[src/ulp_pkg.sv]
// Purpose: Shared constants for the loss-of-load (undercurrent) trip block.
// Assumes: 50 MHz system clock, 32-bit register port, byte offsets.
// Notes: Percent settings are whole percent; delays are milliseconds.
package ulp_pkg;

  // Clock and tick timing.
  localparam int CLK_PERIOD_NS = 20;
  localparam int TICK_PERIOD_NS = 1000000;
  localparam int TICK_CYCLES_DEF = TICK_PERIOD_NS / CLK_PERIOD_NS;

  // Widths.
  localparam int ADDR_W = 8;
  localparam int DATA_W = 32;
  localparam int MAG_W = 16;
  localparam int PCT_W = 8;
  localparam int MS_W = 16;
  localparam int THR_W = 16;
  localparam int CMP_W = 24;
  localparam int NUM_PHASES = 3;

  // Register byte offsets.
  localparam logic [7:0] OFS_CTRL = 8'h00;
  localparam logic [7:0] OFS_RATIO = 8'h04;
  localparam logic [7:0] OFS_START = 8'h08;
  localparam logic [7:0] OFS_IDLE = 8'h0C;
  localparam logic [7:0] OFS_DELAY = 8'h10;
  localparam logic [7:0] OFS_STATE = 8'h14;
  localparam logic [7:0] OFS_IRQ_STAT = 8'h18;
  localparam logic [7:0] OFS_IRQ_MASK = 8'h1C;

  // Control register fields.
  localparam int CTRL_OPER_BIT = 0;
  localparam int CTRL_STONLY_BIT = 1;

  // State register fields.
  localparam int STATE_STARTED_LSB = 0;
  localparam int STATE_EXPIRED_LSB = 3;
  localparam int STATE_GEN_START_BIT = 6;
  localparam int STATE_GEN_TRIP_BIT = 7;

  // Interrupt status fields.
  localparam int IRQ_START_BIT = 0;
  localparam int IRQ_TRIP_BIT = 1;
  localparam int IRQ_W = 2;

  // Setting ranges and reset values.
  localparam logic [7:0] RATIO_MIN = 8'h14;
  localparam logic [7:0] RATIO_MAX = 8'h96;
  localparam logic [7:0] RATIO_RST = 8'h64;
  localparam logic [7:0] START_MIN = 8'h14;
  localparam logic [7:0] START_MAX = 8'h64;
  localparam logic [7:0] START_RST = 8'h28;
  localparam logic [7:0] IDLE_MIN = 8'h01;
  localparam logic [7:0] IDLE_MAX = 8'h14;
  localparam logic [7:0] IDLE_RST = 8'h0A;
  localparam logic [15:0] DELAY_MAX = 16'hEA60;
  localparam logic [15:0] DELAY_RST = 16'h0064;
  localparam logic OPER_RST = 1'b1;
  localparam logic STONLY_RST = 1'b0;

  // Release hysteresis: idle boundary scaled by 70/100, upper by 100/95.
  localparam logic [7:0] HYST_SCALE = 8'h64;
  localparam logic [7:0] IDLE_RESET_RATIO = 8'h46;
  localparam logic [7:0] START_RESET_RATIO = 8'h5F;

  typedef enum logic {
    ULP_MODE_OFF,
    ULP_MODE_ON
  } ulp_mode_t;

endpackage

[src/ulp_top.sv]
// Purpose: Three-phase loss-of-load (undercurrent) start and trip decision.
// Assumes: Phase magnitudes and block_input come from logic on clk.
// Notes: Magnitudes are in units of 0.01 % of the device input rating.
`timescale 1ns/1ps

module ulp_top
  import ulp_pkg::*;
#(
  parameter int TICK_CYCLES = TICK_CYCLES_DEF
) (
  input wire logic clk,
  input wire logic rst_b,
  input wire logic [MAG_W-1:0] mag_l1,
  input wire logic [MAG_W-1:0] mag_l2,
  input wire logic [MAG_W-1:0] mag_l3,
  input wire logic block_input,
  input wire logic [ADDR_W-1:0] reg_addr,
  input wire logic [DATA_W-1:0] reg_wdata,
  input wire logic reg_wr,
  input wire logic reg_rd,
  output logic [DATA_W-1:0] reg_rdata,
  output logic general_start_out,
  output logic general_trip_out,
  output logic irq
);

  ////////////////////////////////////////////////////////////////////////////
  // Settings.

  ulp_mode_t operation_mode;
  logic start_only_flag;
  logic [PCT_W-1:0] rating_ratio_pct;
  logic [PCT_W-1:0] start_current_limit_pct;
  logic [PCT_W-1:0] idle_current_limit_pct;
  logic [MS_W-1:0] trip_delay_ms;
  logic [IRQ_W-1:0] irq_stat_reg;
  logic [IRQ_W-1:0] irq_mask_reg;

  // Out-of-range writes are clamped rather than ignored, so software can
  // never leave a setting outside its allowed range.
  function automatic logic [PCT_W-1:0] clamp_pct(
    input logic [DATA_W-1:0] value,
    input logic [PCT_W-1:0] lo,
    input logic [PCT_W-1:0] hi
  );
    logic [PCT_W-1:0] result;
    if (value < DATA_W'(lo)) begin
      result = lo;
    end else if (value > DATA_W'(hi)) begin
      result = hi;
    end else begin
      result = value[PCT_W-1:0];
    end
    return result;
  endfunction

  logic wr_ctrl;
  logic wr_ratio;
  logic wr_start;
  logic wr_idle;
  logic wr_delay;
  logic wr_mask;
  assign wr_ctrl = reg_wr && (reg_addr == OFS_CTRL);
  assign wr_ratio = reg_wr && (reg_addr == OFS_RATIO);
  assign wr_start = reg_wr && (reg_addr == OFS_START);
  assign wr_idle = reg_wr && (reg_addr == OFS_IDLE);
  assign wr_delay = reg_wr && (reg_addr == OFS_DELAY);
  assign wr_mask = reg_wr && (reg_addr == OFS_IRQ_MASK);

  always_ff @(posedge clk or negedge rst_b) begin
    if (!rst_b) begin
      operation_mode <= ulp_mode_t'(OPER_RST);
      start_only_flag <= STONLY_RST;
    end else if (wr_ctrl) begin
      operation_mode <= reg_wdata[CTRL_OPER_BIT] ? ULP_MODE_ON : ULP_MODE_OFF;
      start_only_flag <= reg_wdata[CTRL_STONLY_BIT];
    end
  end

  always_ff @(posedge clk or negedge rst_b) begin
    if (!rst_b) begin
      rating_ratio_pct <= RATIO_RST;
    end else if (wr_ratio) begin
      rating_ratio_pct <=
        clamp_pct(reg_wdata, RATIO_MIN, RATIO_MAX);
    end
  end

  always_ff @(posedge clk or negedge rst_b) begin
    if (!rst_b) begin
      start_current_limit_pct <= START_RST;
    end else if (wr_start) begin
      start_current_limit_pct <=
        clamp_pct(reg_wdata, START_MIN, START_MAX);
    end
  end

  always_ff @(posedge clk or negedge rst_b) begin
    if (!rst_b) begin
      idle_current_limit_pct <= IDLE_RST;
    end else if (wr_idle) begin
      idle_current_limit_pct <=
        clamp_pct(reg_wdata, IDLE_MIN, IDLE_MAX);
    end
  end

  always_ff @(posedge clk or negedge rst_b) begin
    if (!rst_b) begin
      trip_delay_ms <= DELAY_RST;
    end else if (wr_delay) begin
      if (reg_wdata > DATA_W'(DELAY_MAX)) begin
        trip_delay_ms <= DELAY_MAX;
      end else begin
        trip_delay_ms <= reg_wdata[MS_W-1:0];
      end
    end
  end

  always_ff @(posedge clk or negedge rst_b) begin
    if (!rst_b) begin
      irq_mask_reg <= '0;
    end else if (wr_mask) begin
      irq_mask_reg <= reg_wdata[IRQ_W-1:0];
    end
  end

  ////////////////////////////////////////////////////////////////////////////
  // Scaled thresholds, in units of 0.01 % of the input rating.

  logic [THR_W-1:0] start_thr;
  logic [THR_W-1:0] idle_thr;
  logic [CMP_W-1:0] start_rel;
  logic [CMP_W-1:0] idle_rel;
  logic enabled;

  // Registered so the multipliers stay off the comparison path.
  always_ff @(posedge clk or negedge rst_b) begin
    if (!rst_b) begin
      start_thr <= '0;
      idle_thr <= '0;
    end else begin
      // Operands widen first so the product is never cut to eight bits.
      start_thr <= THR_W'(start_current_limit_pct) *
        THR_W'(rating_ratio_pct);
      idle_thr <= THR_W'(idle_current_limit_pct) *
        THR_W'(rating_ratio_pct);
    end
  end

  // Release levels compared against magnitudes multiplied by the scale.
  assign start_rel = CMP_W'(start_thr) * CMP_W'(HYST_SCALE);
  assign idle_rel = CMP_W'(idle_thr) * CMP_W'(IDLE_RESET_RATIO);

  assign enabled = (operation_mode == ULP_MODE_ON) &&
    !block_input;

  ////////////////////////////////////////////////////////////////////////////
  // Millisecond tick.

  localparam int TICK_W = $clog2(TICK_CYCLES + 1);
  logic [TICK_W-1:0] tick_cnt;
  logic tick;

  always_ff @(posedge clk or negedge rst_b) begin
    if (!rst_b) begin
      tick_cnt <= '0;
      tick <= 1'b0;
    end else if (tick_cnt == TICK_W'(TICK_CYCLES - 1)) begin
      tick_cnt <= '0;
      tick <= 1'b1;
    end else begin
      tick_cnt <= tick_cnt + 1'b1;
      tick <= 1'b0;
    end
  end

  ////////////////////////////////////////////////////////////////////////////
  // Per-phase start state and delay timer.

  logic [MAG_W-1:0] mag [NUM_PHASES];
  logic [NUM_PHASES-1:0] started;
  logic [NUM_PHASES-1:0] expired;

  assign mag[0] = mag_l1;
  assign mag[1] = mag_l2;
  assign mag[2] = mag_l3;

  typedef enum logic {
    ULP_PH_IDLE,
    ULP_PH_STARTED
  } ulp_phase_t;

  genvar p;
  generate
    for (p = 0; p < NUM_PHASES; p++) begin : g_phase
      ulp_phase_t state_reg;
      ulp_phase_t state_next;
      logic [MS_W-1:0] timer_reg;
      logic pick_up;
      logic drop_out;
      logic [CMP_W-1:0] mag_hi;
      logic [CMP_W-1:0] mag_lo;

      assign mag_hi = CMP_W'(mag[p]) * CMP_W'(START_RESET_RATIO);
      assign mag_lo = CMP_W'(mag[p]) * CMP_W'(HYST_SCALE);
      assign pick_up = (mag[p] > idle_thr) && (mag[p] < start_thr);
      // Hysteresis keeps a phase hovering at a limit from chattering.
      assign drop_out = (mag_lo < idle_rel) || (mag_hi > start_rel);

      always_comb begin
        state_next = state_reg;
        case (state_reg)
          ULP_PH_IDLE: begin
            if (enabled && pick_up) begin
              state_next = ULP_PH_STARTED;
            end
          end
          ULP_PH_STARTED: begin
            if (!enabled || drop_out) begin
              state_next = ULP_PH_IDLE;
            end
          end
          default: begin
            state_next = ULP_PH_IDLE;
          end
        endcase
      end

      always_ff @(posedge clk or negedge rst_b) begin
        if (!rst_b) begin
          state_reg <= ULP_PH_IDLE;
        end else begin
          state_reg <= state_next;
        end
      end

      // The timer saturates at the delay so it cannot wrap back to zero.
      always_ff @(posedge clk or negedge rst_b) begin
        if (!rst_b) begin
          timer_reg <= '0;
        end else if (state_reg != ULP_PH_STARTED || !enabled) begin
          timer_reg <= '0;
        end else if (tick && timer_reg < trip_delay_ms) begin
          timer_reg <= timer_reg + 1'b1;
        end
      end

      assign started[p] = (state_reg == ULP_PH_STARTED) && enabled;
      assign expired[p] = started[p] && (timer_reg >= trip_delay_ms);
    end
  endgenerate

  ////////////////////////////////////////////////////////////////////////////
  // General outputs.

  logic gen_start_next;
  logic gen_trip_next;

  assign gen_start_next = enabled && (&started);
  assign gen_trip_next = enabled && !start_only_flag &&
    (&expired);

  always_ff @(posedge clk or negedge rst_b) begin
    if (!rst_b) begin
      general_start_out <= 1'b0;
      general_trip_out <= 1'b0;
    end else begin
      general_start_out <= gen_start_next;
      general_trip_out <= gen_trip_next;
    end
  end

  ////////////////////////////////////////////////////////////////////////////
  // Interrupts: rising edges of the general outputs set sticky bits.

  logic [IRQ_W-1:0] irq_set;
  logic irq_clr;

  always_comb begin
    irq_set = '0;
    irq_set[IRQ_START_BIT] = gen_start_next && !general_start_out;
    irq_set[IRQ_TRIP_BIT] = gen_trip_next && !general_trip_out;
  end

  assign irq_clr = reg_rd && (reg_addr == OFS_IRQ_STAT);

  // A new event in the read cycle survives the clear.
  always_ff @(posedge clk or negedge rst_b) begin
    if (!rst_b) begin
      irq_stat_reg <= '0;
    end else if (irq_clr) begin
      irq_stat_reg <= irq_set;
    end else begin
      irq_stat_reg <= irq_stat_reg | irq_set;
    end
  end

  always_ff @(posedge clk or negedge rst_b) begin
    if (!rst_b) begin
      irq <= 1'b0;
    end else begin
      irq <= |(((irq_stat_reg & ~({IRQ_W{irq_clr}})) | irq_set) &
        irq_mask_reg);
    end
  end

  ////////////////////////////////////////////////////////////////////////////
  // Register read port: data stands in the cycle after the read strobe.

  logic [DATA_W-1:0] rd_mux;

  always_comb begin
    rd_mux = '0;
    case (reg_addr)
      OFS_CTRL: begin
        rd_mux[CTRL_OPER_BIT] = (operation_mode == ULP_MODE_ON);
        rd_mux[CTRL_STONLY_BIT] = start_only_flag;
      end
      OFS_RATIO: rd_mux[PCT_W-1:0] = rating_ratio_pct;
      OFS_START: rd_mux[PCT_W-1:0] = start_current_limit_pct;
      OFS_IDLE: rd_mux[PCT_W-1:0] = idle_current_limit_pct;
      OFS_DELAY: rd_mux[MS_W-1:0] = trip_delay_ms;
      OFS_STATE: begin
        rd_mux[STATE_STARTED_LSB +: NUM_PHASES] = started;
        rd_mux[STATE_EXPIRED_LSB +: NUM_PHASES] = expired;
        rd_mux[STATE_GEN_START_BIT] = general_start_out;
        rd_mux[STATE_GEN_TRIP_BIT] = general_trip_out;
      end
      OFS_IRQ_STAT: rd_mux[IRQ_W-1:0] = irq_stat_reg;
      OFS_IRQ_MASK: rd_mux[IRQ_W-1:0] = irq_mask_reg;
      default: rd_mux = '0;
    endcase
  end

  always_ff @(posedge clk or negedge rst_b) begin
    if (!rst_b) begin
      reg_rdata <= '0;
    end else if (reg_rd) begin
      reg_rdata <= rd_mux;
    end else begin
      reg_rdata <= '0;
    end
  end

endmodule

[config.mk]
export PLATFORM = sky130hd
export DESIGN_NAME = ulp_top
export DESIGN_NICKNAME = d
export VERILOG_FILES = /design/src/ulp_pkg.sv /design/src/ulp_top.sv
export SDC_FILE = /design/constraint.sdc
export NUM_CORES = 2
export LEC_CHECK = 0
export ABC_CLOCK_PERIOD_IN_PS = 10200
export CAP_MARGIN = 5
export CORE_MARGIN = 4
export CORE_UTILIZATION = 60
export CTS_CLUSTER_DIAMETER = 100
export DETAILED_ROUTE_END_ITERATION = 7
export DONT_BUFFER_PORTS = 1
export GPL_ROUTABILITY_DRIVEN = 0
export MAX_ROUTING_LAYER = met4
export PLACE_DENSITY = 0.85
export SLEW_MARGIN = 25
export SYNTH_ARGS = -nofsm -noshare
export SYNTH_HDL_FRONTEND = slang
export SYNTH_SLANG_ARGS = --single-unit
[constraint.sdc]
create_clock -name clk -period 10.2 [get_ports clk]
set_clock_uncertainty 0.05 [all_clocks]
set_input_delay 0 -clock clk [delete_from_list [all_inputs] [get_ports clk]]
set_output_delay 0 -clock clk [all_outputs]
set_load 0.1 [all_outputs]
==> flow_summary.yaml <==
placement:
  numPortBuffers: 0
  dp_hpwl_um: 66230
  dpl_cell_area_um2: 32980
logic_synthesis:
  ys_seq_elements: 165
  synth_fa_ha_area_share_pct: 46.91
  synth-xor-area-share_pct: 5.333
  synth-main-ff-cell: "dfrtp_1"
  yosys.area_share.simple_pct: 12.22
  muxShareOfSynthArea_pct: 0.2939
  synthCells: 3621
  synth-seq-area-share_pct: 12.80
  synthDistinctLibCells: 76
  synth_compound_area_share_pct: 13.45
  synth_edf_count: 0
  ys_async_sr_fraction_pct: 100.0
  synth_top_family_by_area: "adder cells"
  yosys_warnings: 0
  syn_area_um2: 32360
  syn_area_per_cell_um2: 8.936
detailed_routing:
  drc: 0
  drtPass1Iterations: 7
  routed_via_density: 5.993
  dr_total_vias: 26100
  totalWireLength_um: 82210
  drtIter0Drc: 1949
  ant_nets: 0
  drt-wirelength-per-cell_um: 18.88
layout:
  area_growth_pct: 5.619
  stdcell_area_um2: 34170
  fillers: 4206
  fin_util_pct: 64.51
  fin_nets: 4785
  largest_reg_flops: 48
  drive_gt1_share_pct: 1.964
grt:
  antenna_found_initial: 1
  grt_pass1_vias: 26480
  grt_pass1_wl_um: 134400
  grt_start_max_net_pins: 166
  track_usage_pct: 29.90
  grt-ovfl-total: 0
flow_run:
  maxCapViolCount: 0
outcome:
  status: "complete, no violations"
clock_network:
  post_cts_resized: 0
  htree_levels: 4
  clock_latency_ns: 0.44
  cts_root_buf: "clkbuf_16"
  clkSlewWorstSetupHoldPaths_ns: 0.08
  cts_tree: "built"
  clock_sinks: 165
  numCtsBuffers: 17
  cts_max_path_buffers: 2
floorplan:
  coreArea_um2: 52970
  start_util_pct: 61.08
  die-area_um2: 57710
  core.rowCount: 84
  die_h_um: 240.2
  ioPinCount: 128
  die_w_um: 240.2
critical_path:
  cp.required_ns: 10.54
  crit_slowest_cell: "xor2_1"
  cp-start-kind: "flop"
  cp_cell_sequence: "ha_1, ha_1, inv_1, fa_1, inv_1, ha_1, nor2b_1, o21ai_0, a21oi_1, o41ai_1, o21bai_1, a21o_1, a21oi_1, xor2_1, ha_1, a21o_1, a21o_1, a21oi_1, o211ai_1, a21oi_1, o221ai_1, o32ai_1, dlygate4sd3_1"
  path_class: "reg -> reg"
  cp-end-kind: "flop"
  max_stage_delay_ns: 0.73
  crit_fanout: 4
  critical_path_buf_inv_count: 3
  critPathTopFamily: "compound AO/OA/AOI/OAI gates"
  cp.arrival_ns: 6.63
timing:
  period_minus_slack_ns: 6.294
  drv_slew: 0
  tightest_slew_ns: 1.030
  finalSetupTns_ns: 0
  slew_headroom_pct: 31.33
  setup-violations-final: 0
  timing.final.crit_share_pct: 61.71
  final_hold_viol_count: 0
  fmax_mhz: 158.9
  rsz0062_at_grt: "no"
power_and_ir_drop:
  ir_drop_mv: 0.1452
  powerDensity_nw_per_um2: 164.6
  power_leakage_uw: 0.01834
min_path:
  min_path_type: "in -> reg"
## metrics by stage
step	hold WS [ns]	power, uW	instances	setup slack (ns)
after floorplan	-0.3456	4034	3636	5.055
after global placement	-0.3374	4710	4263	4.514
after detailed placement	-0.3396	4881	4263	4.426
after CTS	0.008593	5579	4354	3.972
after global routing	0.02200	6271	4355	3.539
final	0.03991	5626	4355	3.906
## cells in the final DEF, fill, tap and decap left out, types with 6 or more instances in the layout
cell / synthesis / layout
or3_1: 14 / 14
o22ai_1: 12 / 12
dfstp_2: 11 / 11
nand3_1: 52 / 52
a21o_1: 122 / 122
and2_1: 90 / 90
and4_1: 16 / 16
xnor2_1: 114 / 114
a41o_1: 6 / 6
nand4_1: 59 / 59
conb_1: 1 / 16
inv_1: 694 / 694
a21boi_0: 8 / 8
clkbuf_16: 0 / 17
or2_2: 11 / 11
nor2b_1: 36 / 36
a21oi_1: 180 / 180
nor4_1: 24 / 24
ha_1: 749 / 749
a22o_1: 6 / 6
fa_1: 290 / 290
o21bai_1: 17 / 17
nand2b_1: 31 / 31
nand2_1: 186 / 186
o31ai_1: 7 / 7
xor2_1: 83 / 83
and3_1: 32 / 32
dlygate4sd3_1: 0 / 58
nor2_1: 180 / 180
o21a_1: 44 / 44
nor3_1: 38 / 38
a22oi_1: 12 / 12
a31oi_1: 24 / 24
o41ai_1: 8 / 8
o21ai_0: 127 / 127
o211ai_1: 15 / 15
a211oi_1: 22 / 21
dfrtp_1: 154 / 154
## cell type report
| cell class | count | area [um2] | share of cell area, % |
|---|---|---|---|
| Timing Repair Buffer | 60 | 615.6 | 1.801 |
| Antenna cell | 1 | 2.502 | 0.007323 |
| Inverter | 694 | 2605 | 7.623 |
| Clock inverter | 15 | 153.9 | 0.4503 |
| Tap cell | 688 | 860.8 | 2.519 |
| Multi-Input combinational cell | 2715 | 25370 | 74.23 |
| Sequential cell | 165 | 4143 | 12.12 |
| Clock buffer | 17 | 425.4 | 1.245 |
## final timing paths
kind / slack [ns] / end / startpoint / cells after the start
worst min-delay path: 0.04 / trip_delay_ms[7]$_DFFE_PN0P_ / reg_addr[2] / 3
worst max register to register: 3.91 / g_phase[0].state_reg$_DFF_PN0_ / start_thr[3]$_DFF_PN0_ / 23
worst min register to register: 0.43 / tick_cnt[0]$_DFF_PN0_ / tick_cnt[0]$_DFF_PN0_ / 1
worst max-delay path: 3.91 / g_phase[0].state_reg$_DFF_PN0_ / start_thr[3]$_DFF_PN0_ / 23
max in group asynchronous: 9.25 / g_phase[1].state_reg$_DFF_PN0_ / rst_b / 2
min in group asynchronous: 0.15 / g_phase[2].timer_reg[11]$_DFFE_PN0P_ / rst_b / 2
## synth_stat cells, types with 15 or more instances
cell type | number | share of area [%]
a211oi_1 | 22 | 0.51
a21o_1 | 122 | 2.8
a21oi_1 | 180 | 2.8
a31oi_1 | 24 | 0.46
and2_1 | 90 | 1.7
and3_1 | 32 | 0.62
and4_1 | 16 | 0.43
buf_4 | 16 | 0.37
clkbuf_1 | 44 | 0.51
dfrtp_1 | 154 | 12
fa_1 | 290 | 18
ha_1 | 749 | 29
inv_1 | 694 | 8.1
nand2_1 | 186 | 2.2
nand2b_1 | 31 | 0.60
nand3_1 | 52 | 0.80
nand4_1 | 59 | 1.1
nor2_1 | 180 | 2.1
nor2b_1 | 36 | 0.70
nor3_1 | 38 | 0.59
nor4_1 | 24 | 0.46
o211ai_1 | 15 | 0.35
o21a_1 | 44 | 1.0
o21ai_0 | 127 | 2.0
o21bai_1 | 17 | 0.39
xnor2_1 | 114 | 3.1
xor2_1 | 83 | 2.2
## tightest hold or removal path: stages
cell and delay, ns:
nor4_1 0.05, and3_1 0.27, o21ai_0 0.18
## cell families after synthesis
group                    after synthesis
adder cells (fa/ha/maj)             1039
buffers and inverters                756
flip-flops                           165
AO/OA/AOI/OAI                        670
other                                  1
XOR/XNOR                             197
multiplexers                           9
AND/OR/NAND/NOR                      784
## layer usage
| layer | GRT usage, % | part of all wire [%] |
|---|---|---|
| met5 | - | 0 |
| met4 | 17.21 | 7.3 |
| met3 | 4.691 | 7.4 |
| met2 | 47.10 | 45 |
| met1 | 36.70 | 40 |
## timing repair
| item | in CTS | in global routing |
|---|---|---|
| buffers inserted | 0 | 0 |
| hold buffers | 59 | 0 |
| endpoints found under the hold margin | 231 | 0 |
## where the power goes
group          switching [uW]  leakage (uW)  internal (uW)
combinational            2370        0.0159           1940
sequential               17.7       0.00219            662
clock                     317      0.000287            326
No activity file was read; power rests on OpenSTA's default activity.
